## config.mk

```make
export PLATFORM = sky130hd
export DESIGN_NAME = pmic_status_opmode_regs
export DESIGN_NICKNAME = d
export VERILOG_FILES = /design/src/pmic_regs_pkg.sv /design/src/pmic_status_opmode_regs.sv /design/src/status_sync.sv
export SDC_FILE = /design/constraint.sdc
export NUM_CORES = 1
export LEC_CHECK = 0
export BUFFER_PORTS_ARGS = -buffer_cell sky130_fd_sc_hd__buf_2
export CORE_MARGIN = 2
export CORE_UTILIZATION = 49
export DETAILED_ROUTE_END_ITERATION = 12
export PLACE_DENSITY = 0.68
export SLEW_MARGIN = 30
export SYNTH_ARGS = -nofsm -noshare
export SYNTH_HDL_FRONTEND = slang
export SYNTH_HIERARCHICAL = 1
export SYNTH_SLANG_ARGS = --single-unit
```

## constraint.sdc

```tcl
create_clock -name mclk_i -period 5.7 [get_ports mclk_i]
set_clock_uncertainty 0.1 [all_clocks]
set_input_delay 0.285 -clock mclk_i [delete_from_list [all_inputs] [get_ports mclk_i]]
set_output_delay 0.285 -clock mclk_i [all_outputs]
set_load 0.01 [all_outputs]
```

## src/pmic_regs_pkg.sv

```systemverilog
// Constants, register map and field layout of the status and operating-mode register bank.
// Function
// RL1: Top status bit 1 reads 1 while junction temperature is above the lower threshold.
// RL2: Top status bit 0 reads 1 above the upper threshold; bits 7:2 read zero.
// RL3: Address 0x0B shows power-good faults of linear regulators 1 to 8, reset zero.
// RL4: Address 0x0C shows buck fault in bit 7, linear 15 to 9 below.
// RL5: Address 0x0D shows buck-boost power-good fault, over-voltage, over-current; upper bits zero.
// RL6: Address 0x10 holds enable and low-power pairs for linear regulators 4 to 1.
// RL7: Address 0x11 holds enable and low-power pairs for linear regulators 8 to 5.
// RL8: Address 0x12 holds enable and low-power pairs for linear regulators 12 to 9.
// RL9: Address 0x13 holds pairs for linear regulators 15 to 13; bits 7:6 reserved.
// RL10: Address 0x14 bit 3 switches the buck-boost output; bits 7:4 and 2 reserved.
// RL11: Address 0x14 bit 1 enables the buck, bit 0 selects buck low power.
// RL12: Writes to status or reserved addresses are ignored; reserved bits and addresses read zero.
// RL13: Status bits follow the live comparator inputs after a two-stage synchroniser.
package pmic_regs_pkg;

    // Register addresses.
    localparam logic [7:0] TOP_SYSTEM_STATUS_ADDR     = 8'h0A;
    localparam logic [7:0] REGULATOR_STATUS_LOW_ADDR  = 8'h0B;
    localparam logic [7:0] REGULATOR_STATUS_HIGH_ADDR = 8'h0C;
    localparam logic [7:0] BUCK_BOOST_STATUS_ADDR     = 8'h0D;
    localparam logic [7:0] LINEAR_OPMODE_A_ADDR       = 8'h10;
    localparam logic [7:0] LINEAR_OPMODE_B_ADDR       = 8'h11;
    localparam logic [7:0] LINEAR_OPMODE_C_ADDR       = 8'h12;
    localparam logic [7:0] LINEAR_OPMODE_D_ADDR       = 8'h13;
    localparam logic [7:0] SWITCHER_OPMODE_ADDR       = 8'h14;

    // Operating-mode storage.
    localparam int         OPMODE_COUNT         = 5;
    localparam logic [7:0] OPMODE_RESET         = 8'h00;
    localparam logic [7:0] LINEAR_FULL_MASK     = 8'hFF;
    localparam logic [7:0] LINEAR_OPMODE_D_MASK = 8'h3F;
    localparam logic [7:0] SWITCHER_MASK        = 8'h0B;
    localparam int         LINEAR_COUNT         = 15;

    // Field positions.
    localparam int TEMP_LOWER_BIT   = 1;
    localparam int TEMP_UPPER_BIT   = 0;
    localparam int BB_PGOOD_BIT     = 2;
    localparam int BB_OVERVOLT_BIT  = 1;
    localparam int BB_OVERCURR_BIT  = 0;
    localparam int BUCK_PGOOD_BIT   = 7;
    localparam int SW_BUCK_BOOST_OUTPUT_ENABLE_BIT     = 3;
    localparam int SW_BUCK_EN_BIT   = 1;
    localparam int SW_BUCK_LP_BIT   = 0;

    // Layout of the synchronised status vector.
    localparam int ST_BUCK_PGOOD = 15;
    localparam int ST_BB_PGOOD   = 16;
    localparam int ST_BB_OV      = 17;
    localparam int ST_BB_OC      = 18;
    localparam int ST_TEMP_LOW   = 19;
    localparam int ST_TEMP_HIGH  = 20;
    localparam int STATUS_W      = 21;

    // Serial interface.
    localparam logic [6:0] DEVICE_ADDR_DEFAULT = 7'h2A;
    localparam logic [2:0] BIT_CNT_RESET       = 3'h0;
    localparam logic [7:0] BYTE_RESET          = 8'h00;

    // Bits that software may change in each operating-mode register.
    function automatic logic [7:0] opmode_mask(input logic [2:0] idx);
        logic [7:0] m;
        m = LINEAR_FULL_MASK;
        if (idx == 3'h3) begin
            m = LINEAR_OPMODE_D_MASK;
        end else if (idx == 3'h4) begin
            m = SWITCHER_MASK;
        end
        return m;
    endfunction

endpackage

```

## src/pmic_status_opmode_regs.sv

```systemverilog
// Two-wire serial slave with the status and operating-mode register bank.
`timescale 1ns/1ps
`default_nettype none
module pmic_status_opmode_regs
    import pmic_regs_pkg::*;
#(
    parameter logic [6:0] DEVICE_ADDR = DEVICE_ADDR_DEFAULT
) (
    // Clock and reset
    input  wire logic                    mclk_i,
    input  wire logic                    rst_n_i,
    // Two-wire serial interface
    input  wire logic                    scl_i,
    input  wire logic                    sda_i,
    output logic                         sda_o,
    output logic                         sda_oe_o,
    // Live fault and temperature comparators
    input  wire logic                    temp_over_lower_threshold_i,
    input  wire logic                    temp_over_upper_threshold_i,
    input  wire logic [LINEAR_COUNT-1:0] power_good_fault_i,
    input  wire logic                    buck_power_good_fault_i,
    input  wire logic                    buck_boost_power_good_fault_i,
    input  wire logic                    buck_boost_overvoltage_i,
    input  wire logic                    buck_boost_overcurrent_i,
    // Regulator controls
    output logic      [LINEAR_COUNT-1:0] linear_output_enable_o,
    output logic      [LINEAR_COUNT-1:0] linear_low_power_select_o,
    output logic                         buck_output_enable_o,
    output logic                         buck_low_power_select_o,
    output logic                         buck_boost_output_enable_o
);
    typedef enum logic [2:0] {
        S_IDLE, S_ADDR, S_ACK_ADDR, S_RX, S_ACK_RX, S_TX, S_ACK_TX, S_WAIT
    } link_state_t;

    link_state_t                  state_r;
    logic                         scl_q_r;
    logic                         sda_q_r;
    logic [2:0]                   bit_cnt_r;
    logic                         byte_done_r;
    logic [7:0]                   shift_r;
    logic [7:0]                   tx_r;
    logic [7:0]                   ptr_r;
    logic                         ptr_phase_r;
    logic                         nack_r;
    logic                         sda_oe_r;
    logic                         wr_en_r;
    logic [7:0]                   wr_addr_r;
    logic [7:0]                   wr_data_r;
    logic [OPMODE_COUNT-1:0][7:0] opmode_r;
    logic [STATUS_W-1:0]          status_raw;
    logic [STATUS_W-1:0]          status_s;
    logic [7:0]                   rd_data;
    logic                         scl_rise;
    logic                         scl_fall;
    logic                         start_cond;
    logic                         stop_cond;

    // The comparators are free-running analog levels, so each passes a synchroniser. [RL13]
    assign status_raw = {temp_over_upper_threshold_i, temp_over_lower_threshold_i,
                         buck_boost_overcurrent_i, buck_boost_overvoltage_i,
                         buck_boost_power_good_fault_i, buck_power_good_fault_i,
                         power_good_fault_i};

    status_sync #(
        .WIDTH (STATUS_W)
    ) u_status_sync (
        .mclk_i  (mclk_i),
        .rst_n_i (rst_n_i),
        .async_i (status_raw),
        .sync_o  (status_s)
    );

    // Read data for any address; unmapped addresses and reserved bits read zero.
    function automatic logic [7:0] read_value(input logic [7:0] addr,
                                              input logic [STATUS_W-1:0] st,
                                              input logic [OPMODE_COUNT-1:0][7:0] om);
        logic [7:0] v;
        v = BYTE_RESET;
        unique case (addr)
            TOP_SYSTEM_STATUS_ADDR: begin
                v[TEMP_LOWER_BIT] = st[ST_TEMP_LOW];  // [RL1]
                v[TEMP_UPPER_BIT] = st[ST_TEMP_HIGH]; // [RL2]
            end
            REGULATOR_STATUS_LOW_ADDR: begin
                v = st[7:0]; // [RL3]
            end
            REGULATOR_STATUS_HIGH_ADDR: begin
                v = {st[ST_BUCK_PGOOD], st[14:8]}; // [RL4]
            end
            BUCK_BOOST_STATUS_ADDR: begin
                v[BB_PGOOD_BIT]    = st[ST_BB_PGOOD]; // [RL5]
                v[BB_OVERVOLT_BIT] = st[ST_BB_OV];    // [RL5]
                v[BB_OVERCURR_BIT] = st[ST_BB_OC];    // [RL5]
            end
            LINEAR_OPMODE_A_ADDR: v = om[0];
            LINEAR_OPMODE_B_ADDR: v = om[1];
            LINEAR_OPMODE_C_ADDR: v = om[2];
            LINEAR_OPMODE_D_ADDR: v = om[3];
            SWITCHER_OPMODE_ADDR: v = om[4];
            default:              v = BYTE_RESET; // [RL12]
        endcase
        return v;
    endfunction

    assign rd_data = read_value(ptr_r, status_s, opmode_r);

    // Bus conditions from the previous sample of both lines.
    assign scl_rise   = scl_i & ~scl_q_r;
    assign scl_fall   = ~scl_i & scl_q_r;
    assign start_cond = scl_i & scl_q_r & sda_q_r & ~sda_i;
    assign stop_cond  = scl_i & scl_q_r & ~sda_q_r & sda_i;

    always_ff @(posedge mclk_i or negedge rst_n_i) begin
        if (!rst_n_i) begin
            scl_q_r <= 1'b1;
            sda_q_r <= 1'b1;
        end else begin
            scl_q_r <= scl_i;
            sda_q_r <= sda_i;
        end
    end

    // Protocol engine: the slave changes its data line only after a clock fall.
    always_ff @(posedge mclk_i or negedge rst_n_i) begin
        if (!rst_n_i) begin
            state_r     <= S_IDLE;
            bit_cnt_r   <= BIT_CNT_RESET;
            byte_done_r <= 1'b0;
            shift_r     <= BYTE_RESET;
            tx_r        <= BYTE_RESET;
            ptr_r       <= BYTE_RESET;
            ptr_phase_r <= 1'b0;
            nack_r      <= 1'b0;
            sda_oe_r    <= 1'b0;
            wr_en_r     <= 1'b0;
            wr_addr_r   <= BYTE_RESET;
            wr_data_r   <= BYTE_RESET;
        end else begin
            wr_en_r <= 1'b0;
            if (start_cond) begin
                state_r     <= S_ADDR;
                bit_cnt_r   <= BIT_CNT_RESET;
                byte_done_r <= 1'b0;
                sda_oe_r    <= 1'b0;
            end else if (stop_cond) begin
                state_r  <= S_IDLE;
                sda_oe_r <= 1'b0;
            end else begin
                unique case (state_r)
                    S_IDLE, S_WAIT: begin
                        sda_oe_r <= 1'b0;
                    end
                    S_ADDR, S_RX: begin
                        if (scl_rise) begin
                            shift_r     <= {shift_r[6:0], sda_i};
                            bit_cnt_r   <= bit_cnt_r + 3'h1;
                            byte_done_r <= (bit_cnt_r == 3'h7);
                        end else if (scl_fall && byte_done_r) begin
                            byte_done_r <= 1'b0;
                            if (state_r == S_ADDR) begin
                                if (shift_r[7:1] == DEVICE_ADDR) begin
                                    sda_oe_r <= 1'b1;
                                    state_r  <= S_ACK_ADDR;
                                end else begin
                                    state_r <= S_WAIT;
                                end
                            end else begin
                                sda_oe_r <= 1'b1;
                                state_r  <= S_ACK_RX;
                                if (ptr_phase_r) begin
                                    ptr_r <= shift_r;
                                end else begin
                                    wr_en_r   <= 1'b1;
                                    wr_addr_r <= ptr_r;
                                    wr_data_r <= shift_r;
                                    ptr_r     <= ptr_r + 8'h01;
                                end
                            end
                        end
                    end
                    S_ACK_ADDR: begin
                        if (scl_fall) begin
                            bit_cnt_r <= BIT_CNT_RESET;
                            if (shift_r[0]) begin
                                tx_r     <= rd_data;
                                sda_oe_r <= ~rd_data[7];
                                ptr_r    <= ptr_r + 8'h01;
                                state_r  <= S_TX;
                            end else begin
                                sda_oe_r    <= 1'b0;
                                ptr_phase_r <= 1'b1;
                                state_r     <= S_RX;
                            end
                        end
                    end
                    S_ACK_RX: begin
                        if (scl_fall) begin
                            sda_oe_r    <= 1'b0;
                            ptr_phase_r <= 1'b0;
                            bit_cnt_r   <= BIT_CNT_RESET;
                            state_r     <= S_RX;
                        end
                    end
                    S_TX: begin
                        if (scl_rise) begin
                            bit_cnt_r <= bit_cnt_r + 3'h1;
                        end else if (scl_fall) begin
                            if (bit_cnt_r == BIT_CNT_RESET) begin
                                sda_oe_r <= 1'b0;
                                state_r  <= S_ACK_TX;
                            end else begin
                                sda_oe_r <= ~tx_r[~bit_cnt_r];
                            end
                        end
                    end
                    S_ACK_TX: begin
                        if (scl_rise) begin
                            nack_r <= sda_i;
                        end else if (scl_fall) begin
                            if (!nack_r) begin
                                tx_r      <= rd_data;
                                sda_oe_r  <= ~rd_data[7];
                                ptr_r     <= ptr_r + 8'h01;
                                bit_cnt_r <= BIT_CNT_RESET;
                                state_r   <= S_TX;
                            end else begin
                                state_r <= S_WAIT;
                            end
                        end
                    end
                endcase
            end
        end
    end

    // Operating-mode registers; status and reserved addresses drop the write. [RL12]
    always_ff @(posedge mclk_i or negedge rst_n_i) begin
        if (!rst_n_i) begin
            for (int i = 0; i < OPMODE_COUNT; i++) begin
                opmode_r[i] <= OPMODE_RESET; // [RL6] [RL7] [RL8] [RL9] [RL10] [RL11]
            end
        end else if (wr_en_r && wr_addr_r >= LINEAR_OPMODE_A_ADDR
                     && wr_addr_r <= SWITCHER_OPMODE_ADDR) begin
            // Reserved bits are masked so they always read back zero. [RL9] [RL10] [RL12]
            opmode_r[3'(wr_addr_r - LINEAR_OPMODE_A_ADDR)] <=
                wr_data_r & opmode_mask(3'(wr_addr_r - LINEAR_OPMODE_A_ADDR));
        end
    end

    // Each linear regulator owns a pair: enable above, low-power select below.
    always_comb begin
        for (int n = 0; n < LINEAR_COUNT; n++) begin
            linear_output_enable_o[n]    = opmode_r[n / 4][(n % 4) * 2 + 1]; // [RL6] [RL7]
            linear_low_power_select_o[n] = opmode_r[n / 4][(n % 4) * 2];     // [RL8] [RL9]
        end
    end

    assign buck_boost_output_enable_o = opmode_r[4][SW_BUCK_BOOST_OUTPUT_ENABLE_BIT];   // [RL10]
    assign buck_output_enable_o       = opmode_r[4][SW_BUCK_EN_BIT]; // [RL11]
    assign buck_low_power_select_o    = opmode_r[4][SW_BUCK_LP_BIT]; // [RL11]

    // Open-drain line: only ever pulled low, the enable carries the data.
    assign sda_o    = 1'b0;
    assign sda_oe_o = sda_oe_r;
endmodule
`default_nettype wire

```

## src/status_sync.sv

```systemverilog
// Two-stage synchroniser for the live status comparator levels.
`timescale 1ns/1ps
`default_nettype none
module status_sync
    import pmic_regs_pkg::*;
#(
    parameter int WIDTH = STATUS_W
) (
    // Clock and reset
    input  wire logic             mclk_i,
    input  wire logic             rst_n_i,
    // Levels
    input  wire logic [WIDTH-1:0] async_i,
    output logic      [WIDTH-1:0] sync_o
);
    logic [WIDTH-1:0] meta_r;
    logic [WIDTH-1:0] sync_r;

    always_ff @(posedge mclk_i or negedge rst_n_i) begin
        if (!rst_n_i) begin
            meta_r <= '0;
            sync_r <= '0;
        end else begin
            meta_r <= async_i;
            sync_r <= meta_r;
        end
    end

    assign sync_o = sync_r;
endmodule
`default_nettype wire

```

# Yosys cells after proc, flatten, opt, wreduce, memory -nomap -nowiden
# Cells that the tools add are included.
op_classes:
  n_mux: 82
  n_eq_ne: 47
  bitwise_logic: 20
  addsub: 3
  n_lt_le_gt_ge: 5
  n_reduce_logical: 27
ops:
  columns: ["operator", "n"]
  rows:
  - ["$mux W8", 18]
  - ["$mux W3", 21]
  - ["$bwmux W40", 1]
  - ["$eq A8 B5 Y1 const B", 5]
  - ["$ne A4 B4 Y1 const B", 10]
  - ["$pmux W5 S7", 1]
  - ["$eq A8 B4 Y1 const B", 4]
  - ["$mux W1", 30]
  - ["$demux W8 S3", 1]
  - ["$pmux W8 S3", 1]
  - ["$ne A2 B2 Y1 const B", 11]
  - ["$reduce_and A10 Y1", 2]
  - ["$eq A3 B3 Y1 const B", 6]
  - ["$pmux W2 S9", 1]
  - ["$pmux W8 S2", 1]
  - ["$pmux W3 S5", 1]
  - ["$reduce_and A7 Y1", 2]
  - ["$not A1 Y1", 11]
  - ["$reduce_and A11 Y1", 1]
  - ["$eq A3 B2 Y1 const B", 3]
  - ["$ne A3 B3 Y1 const B", 3]
  - ["$pmux W3 S3", 1]
  - ["$add A8 B1 Y8 const B", 1]
  - ["$and A8 B8 Y8", 1]
  - ["other kinds (29)", 47]
word_totals:
  input_bits: 25
  word_cells: 205
  register_bits: 135

# Depth between registers and ports, before layout
# Gate-level depths: netlist of the first run.
depth:
  ltp_word: 10
  depth_mapped: 8
  ltp_nobuf: 7

# By module
# The synthesis of the first run kept the hierarchy.
by_module_without_submodules:
  columns: ["module", "cells_per_inst", "n_inst", "area_per_inst_um2", "seq_area_each_um2"]
  rows:
  - ["pmic_status_opmode_regs", 458, 1, 5009.8, 2329.7]
  - ["status_sync", 42, 1, 1051.0, 1051.0]

# Worst setup path after synthesis of the first run
# Ideal clock, no wire load.
synth_path:
  path_type: "register to register"
  startpoint: "reg wr_addr_r[3]"
  endpoint: "reg opmode_r, in the netlist linear_low_power_select_o[10]"
  arrival_time_ns: 1.720
  period_less_slack_ns: 1.945
  setup_time_ns: 0.125
  required_ns: 5.475
  stages_incl_launch_ff: 6
  setup_slack_ns: 3.755
  cell_sequence: "dfrtp_1 -> or4_4 -> nor3_4 -> and3b_1 -> buf_4 -> mux2_2"
synth_between:
  elab_chain_len: 3
  word_cells_on_any_way: 4
  classes_between: "order compare (2); reduce/logical (2)"
synth_lines:
  columns: ["element", "line", "text"]
  rows:
  - ["start, declared", "pmic_status_opmode_regs.sv:48", "logic [7:0] wr_addr_r;"]
  - ["start signal, assigned", "pmic_status_opmode_regs.sv:175", "wr_addr_r <= ptr_r;"]
  - ["$ge A8 B5 Y1", "pmic_status_opmode_regs.sv:243", "end else if (wr_en_r && wr_addr_r >= LINEAR_OPMODE_A_ADDR"]
  - ["$logic_and A1 B1 Y1", "pmic_status_opmode_regs.sv:243", null]
  - ["$logic_and A1 B1 Y1 (*)", "pmic_status_opmode_regs.sv:244", "&& wr_addr_r <= SWITCHER_OPMODE_ADDR) begin"]
  - ["end signal, assigned by index", "pmic_status_opmode_regs.sv:246", "opmode_r[3'(wr_addr_r - LINEAR_OPMODE_A_ADDR)] <="]
  - ["end, declared", "pmic_status_opmode_regs.sv:50", "logic [OPMODE_COUNT-1:0][7:0] opmode_r;"]
# Every way passes the cells marked *; elsewhere a longest branch is shown, timed or not.
# A chain may end at the register's enable or synchronous reset.

# Final worst setup path of the first run
layout_path:
  startpoint: "reg scl_q_r"
  endpoint: "reg tx_r[2]"
layout_between:
  elab_chain_len: 5
  word_cells_on_any_way: 14
  classes_between: "eq/ne (3); bitwise (10); reduce/logical (1)"
layout_lines:
  columns: ["element", "line", "text"]
  rows:
  - ["start, declared", "pmic_status_opmode_regs.sv:37", "logic scl_q_r;"]
  - ["start signal, assigned", "pmic_status_opmode_regs.sv:119", "scl_q_r <= scl_i;"]
  - ["$and A1 B1 Y1", "pmic_status_opmode_regs.sv:111, pmic_status_opmode_regs.sv:112", null]
  - ["$and A1 B1 Y1 (on tied branches) (2 in a row)", "pmic_status_opmode_regs.sv:112, pmic_status_opmode_regs.sv:111", null]
  - ["$not A1 Y1 (no source line)", null, null]
  - ["$reduce_and A8 Y1 (no source line) (*)", null, null]
  - ["end signal, assigned", "pmic_status_opmode_regs.sv:186", "tx_r <= rd_data;"]
  - ["end signal, assigned", "pmic_status_opmode_regs.sv:222", "tx_r <= rd_data;"]
  - ["end, declared", "pmic_status_opmode_regs.sv:42", "logic [7:0] tx_r;"]
# Marked as above.

==> reports/summary.txt, run 1 <==
Pwr Density -> 431 nW/um^2
Largest net degree at the start of global routing -> 72
Initial core utilization -> 0.502
FF/Latch Area -> 3380 um^2
Post-synthesis net count -> 532
TritonRoute pass-1 iters -> 5
Setup tns final -> 0 ps
Count of input and output buffers -> 58
Asr flop ratio synth -> 1.00
Final setup fails -> 0
Detailed placement HPWL -> 9160 um
CP peak stage delay -> 720 ps
Yosys reg bits -> 135
DP Cell Count -> 673
Sequential share of the synthesized area -> 0.558
Syn avg cell area -> 12.1 um^2
EDFF count, synth -> 0
Peak supply drop -> 0.257 mV
Initial antenna violation count -> 0
CP max-delay cell -> nor3_2
DRC viols -> 0
RSZ-0062 raised after global routing -> no
Grt total ovfl -> 0
Mux cell area share after synthesis -> 0.129
Worst Setup Start Kind -> register
Synth Flop Type -> dfrtp_1
Compound-gate portion of the synthesized area -> 0.126
Final worst-path cycle share -> 0.457
Vias in the first global route -> 4,162
Vias per inst -> 5.69
Tot GR Track Use -> 0.220
ANT nets after route -> 0
Core ar. -> 12,100 um^2
Ant. Diodes -> 0
Mapped Area -> 6060 um^2
Simple-Gate Fraction of Synth Area -> 0.103
Critical path arrival -> 2820 ps
Max Root-Sink Buffers -> 2
Slew @ Worst Pin -> 924 ps
Mapped Cells -> 500
Tmin final -> 2610 ps
Clock Sinks -> 135
Area Overhead vs Synth -> 16.7%
Row count -> 40
DR vias -> 4,146
Type of the worst setup path -> register to register
Layout cells sized above 1 -> 0.310
Syn. warnings -> 6
Fin. Hold Viols -> 0
Starting DRT DRC Count -> 260
Worst setup EP type -> register
Synth cell types -> 64
Status -> complete, no violations
Max FO, Critical Path -> 17
Wire per inst -> 18.8 um
Gpl congestion -> 0.901
# nets final -> 580
CTS Buf Count -> 17
H-tree depth -> 4
Worst relative slew slack -> 0.381
CTS clk-pin slew, worst paths -> 60 ps
WP data required -> 5910 ps
Clk Latency, worst-skew pair -> 420 ps
Die width -> 115 um
Max Cap Viol -> 0
Largest family of logic cells by synthesized area -> multiplexers
CTS tree -> done
Max-slew violations -> 0
Leakage power -> 0.00325 uW
Fillers -> 975
Adder-cell share of the synthesized area -> 0.0161
IO Pins -> 60
Fmax achieved -> 384 MHz
Clk Tree Root Cell -> clkbuf_16
First-pass GRT wire length -> 21,800 um
Footprint of the multi-input gates -> 2280 um^2
XOR/XNOR Fraction of Synth Area -> 0.00145
Post-Layout Cell Count -> 729
WL final -> 13,700 um
Die ar. -> 13,300 um^2
Cell Chain, Critical Path -> nor2b_1 > nand2_1 > nor3_2 > o2111ai_1 > o221a_2
Die Ht -> 115 um
Hold crit path type -> register to register
==> final cells by class <==
| class | instances | share of cell area |
|---|---|---|
| Multi-Input combinational cell | 296 | 0.322 |
| Clock buffer | 19 | 0.0612 |
| Inverter | 15 | 0.00796 |
| Clock inverter | 13 | 0.0246 |
| Tap cell | 168 | 0.0297 |
| Sequential cell | 135 | 0.478 |
| Timing Repair Buffer | 83 | 0.0769 |
==> stage by stage <==
step | hold slack [ps] | total power (uW) | utilization | setup slack, ps | cell area, um^2
final | 247 | 3050 | 0.587 | 3090 | 7070
after global routing | 252 | 3200 | 0.587 | 2940 | 7070
after CTS | 248 | 3060 | 0.587 | 3120 | 7070
after detailed placement | 235 | 1920 | 0.516 | 3130 | 6230
after global placement | 232 | 1900 | 0.516 | 3220 | 6230
after floorplan | -111 | 1730 | - | 3760 | 6060
==> cell usage in the layout (no fill, tap or decap), drive strengths merged, types with 13 or more instances in the layout <==
cell and n:
mux2 58, nand2 31, dfrtp 133, o21ai 23
inv 17, buf 59, nor2 16, clkbuf 19
dlygate4sd3 24, nand3 16, a22oi 13, a21oi 15
==> worst max-delay path, delay by kind of cell (launching register included) <==
kind | cells | cell delay [ps]
DFF | 1 | 620
and+or+nand+nor | 3 | 1250
AOI/OAI and AO/OA | 2 | 510
==> cells in the mapped netlist, drive strengths merged, types with 5 or more instances <==
cell type	n	area (um^2)
a32oi	5	43.8
buf	42	303
clkbuf	12	45.0
dfrtp	133	3330
nor3	6	46.3
nand2	31	119
a21oi	15	75.1
mux2	58	664
nor2b	9	56.3
nor2	16	75.1
and2	9	62.6
o21ai	23	115
a22oi	13	97.6
o22ai	8	50.1
inv	15	56.3
ha	7	87.6
nand3	16	90.1
a31oi	7	43.8
mux2i	7	70.1
==> power breakdown <==
group	leakage [uW]	internal, uW	total (uW)	switching [uW]
clock network	0.000278	693	1120	427
logic	0.00124	291	649	358
registers	0.00173	1080	1280	195
==> timing repair <==
action,in CTS,in global routing
endpoints found under the hold margin,91,0
hold buffers,24,0
setup buffers,0,0
gates resized for setup,0,0
==> final timing paths <==
check / cells after the start / startpoint / slack, ps / to
max in group asynchronous: 3 / rst_n_i / 3920 / u_status_sync/sync_o[1]
worst min register to register: 0 / u_status_sync/meta_r[9] / 250 / u_status_sync/sync_o[9]
worst max-delay path: 5 / scl_q_r / 3090 / tx_r[2]
min in group asynchronous: 2 / rst_n_i / 360 / linear_output_enable_o[3]
worst max register to register: 5 / scl_q_r / 3090 / tx_r[2]
worst min-delay path: 0 / u_status_sync/meta_r[9] / 250 / u_status_sync/sync_o[9]
==> layer usage <==
layer  GRT usage  vias to the layer above  routed length (um)
met5           0                        -                   0
met4      0.0940                        0                 342
met3      0.0601                       31                 753
met2       0.347                      153                6580
met1       0.288                     2072                6030
li1            -                     1890                   -
==> cells by family (layout without fill, tap and decap cells) <==
group           count (synthesis)  count (layout)
compound gates                109             109
xor+xnor                        1               1
flops                         135             135
buf+inv                        69             130
mux                            67              67
other cells                     1               1
fa+ha+maj                       8               8
simple gates                  110             110
==> state kept, by name (all words and copies together) (netlist names), 3 cells and up <==
| signal | cells |
|---|---|
| wr_data_r | 8 |
| u_status_sync/sync_o | 21 |
| u_status_sync/meta_r | 21 |
| tx_r | 8 |
| wr_addr_r | 8 |
| linear_low_power_select_o | 15 |
| linear_output_enable_o | 15 |
| ptr_r | 8 |
| shift_r | 8 |
| bit_cnt_r | 3 |
| opmode_r | 7 |
| state_r | 3 |
Power figures use the tool's default switching activity.
==> inputs of run 2 (changes only) <==
- ABC_AREA: unset -> 1
- PLACE_DENSITY: 0.68 -> 0.71
- clock period: 5.7 -> 2.2 ns (I/O delays scaled with it)
==> run 2 against run 1 <==
Against the previous run: synthesized area grew 0.10%; hold slack worse by 110 ps; highest routed layer unchanged; combinational power grew to 2.7 times the previous value.
==> reports/summary.txt, run 2 <==
Status -> complete, no violations
Largest net degree at the start of global routing -> 45
H-tree depth -> 4
Worst Setup Start Kind -> register
Clock Sinks -> 135
Row count -> 40
Tmin final -> 2070 ps
Starting DRT DRC Count -> 547
Clk Latency, worst-skew pair -> 420 ps
Syn avg cell area -> 8.59 um^2
Crit Reg-Reg Endpoint -> linear_low_power_select_o[0]
Mapped Cells -> 706
Cell Chain, Critical Path -> nor2_1 > nor2_1 > nor4_4 > nand2_1 > o21ai_0
Ant. Diodes -> 0
Max FO, Critical Path -> 16
DRC viols -> 0
Max Root-Sink Buffers -> 2
Synth cell count leaders -> 204 x nand2_1, 133 x dfrtp_1, 83 x o21ai_0
Tot GR Track Use -> 0.242
Fmax achieved -> 482 MHz
CP dominant cell by count -> nor2_1
Initial antenna violation count -> 0
CP max-delay cell -> nand2_1
Most frequent cell after synthesis -> nand2_1
Core ar. -> 12,100 um^2
Yosys reg bits -> 135
IO Pins -> 60
Initial core utilization -> 0.503
Worst relative slew slack -> 0.583
CTS Buf Count -> 17
Synth Flop Type -> dfrtp_1
Syn. warnings -> 6
Peak supply drop -> 0.572 mV
Final setup fails -> 0
RSZ-0062 raised after global routing -> yes
Final worst-path cycle share -> 0.943
Count of input and output buffers -> 58
Worst setup EP type -> register
Sequential share of the synthesized area -> 0.557
First-pass GRT wire length -> 24,300 um
Die width -> 115 um
Reg-to-Reg Start -> wr_addr_r[0]
EDFF count, synth -> 0
Post-synthesis net count -> 738
Pwr Density -> 1030 nW/um^2
# nets final -> 804
CTS tree -> done
DR vias -> 5,008
Setup tns final -> 0 ps
Vias in the first global route -> 4,966
Fin. Hold Viols -> 0
Grt total ovfl -> 0
Top post-synthesis cells by area -> dfrtp_1 55%, nand2_1 13%, o21ai_0 6.8%
Max Cap Viol -> 0
Post-layout power -> 7440 uW
Gpl congestion -> 0.935
Critical path arrival -> 2300 ps
CTS clk-pin slew, worst paths -> 60 ps
Yosys top cell area share -> 0.549
Die Ht -> 115 um
Wire per inst -> 15.9 um
CP top delay family -> simple AND/OR/NAND/NOR gates
WP data required -> 2420 ps
Clk Tree Root Cell -> clkbuf_16
CP bufs+invs -> 0
Most common cell after layout, fill and taps aside -> nand2_1
Mapped Area -> 6070 um^2
Layout cells sized above 1 -> 0.138
R2R cell count -> 5
ANT nets after route -> 0
Commonest non-fill, non-tap cells in the layout -> 204 x nand2_1, 133 x dfrtp_1, 83 x o21ai_0, 70 x nand3_1, 64 x inv_1
Die ar. -> 13,300 um^2
Area Overhead vs Synth -> 18.6%
Leakage power -> 0.00358 uW
Core Util, Final -> 0.596
Type of the worst setup path -> register to register
Asr flop ratio synth -> 1.00
Max-slew violations -> 0
CP peak stage delay -> 430 ps
Slew @ Worst Pin -> 626 ps
Synth cell types -> 32
Detailed placement HPWL -> 10,800 um
TritonRoute pass-1 iters -> 5
R2R setup slack -> 130 ps
WL final -> 15,200 um
Area leader, netlist -> dfrtp_1
Vias per inst -> 5.25
Hold crit path type -> input port to asynchronous set/reset pin
-- run 2: cell count changes after synthesis, sizes merged, moves of 13 or more --
cell   before  now
nand3      16   70
mux2       58    0
o21ai      23   83
nand2      31  204
inv        15   64
a22oi      13    0
nor2       16   56
-- run 2: kinds of logic (layout without fill, tap and decap cells) --
family                     count (synthesis)  count (layout)  synth area share
other                                      1               1          0.000618
DFF                                      135             135             0.557
buffers and inverters                    112             191            0.0947
adders and majority gates                  7               7            0.0144
xor gates and xnor gates                   2               2           0.00289
AOI/OAI and AO/OA                         98              98            0.0833
and+or+nand+nor                          351             351             0.247
-- run 2: routing by layer --
| metal | up-vias | part of all wire | track usage |
|---|---|---|---|
| met3 | 48 | 0.062 | 0.0701 |
| met1 | 2377 | 0.43 | 0.301 |
| li1 | 2384 | - | - |
| met4 | 0 | 0.040 | 0.126 |
| met5 | - | 0 | 0 |
| met2 | 199 | 0.47 | 0.385 |
-- run 2: through the flow --
stage	instances	setup WS [ps]	area, um^2	hold slack (ps)
after detailed placement	896	32.4	6360	66.1
after global placement	896	22.7	6360	61.3
after global routing	953	-83.1	7190	191
after CTS	952	159	7170	170
after floorplan	706	524	6070	-286
final	953	126	7190	141
-- run 2: timing repair --
action                                  in CTS  in global routing
setup buffers                                0                  1
gates resized for setup                      2                  2
hold buffers                                24                  0
pin swaps                                    0                  1
hold endpoints to repair                    64                  0
endpoints found under the setup margin       1                 19
-- run 2: final cells by class --
cell class,count,area [um^2]
fill,1004,4870
timing repair buffer,94,673
multi-input combinational,459,2130
sequential,135,3380
clock inverter,7,70.1
inverter,65,244
tap,168,210
clock buffer,25,485
-- run 2: power by group --
part	internal [uW]	total, uW	leakage [uW]	switching, uW
clock	1640	2660	0.000271	1020
combinational	577	1780	0.00158	1200
sequential	2730	3000	0.00172	270
-- run 2: worst max path at each step --
stage                 startpoint                            to  cells after the start
floorplan               ptr_r[0]                       tx_r[0]                     11
global placement        ptr_r[6]                       tx_r[1]                      7
detailed placement      ptr_r[6]                       tx_r[1]                      7
CTS                     ptr_r[6]                       tx_r[1]                      7
global route        wr_addr_r[0]     linear_output_enable_o[1]                      5
finish              wr_addr_r[0]  linear_low_power_select_o[0]                      5
-- run 2: worst register-to-register path, stage by stage, from the launching register on --
cell     delay (ps)
dfrtp_1         420
nor2_1          230
nor2_1          100
nor4_4          370
nand2_1         440
o21ai_0         330
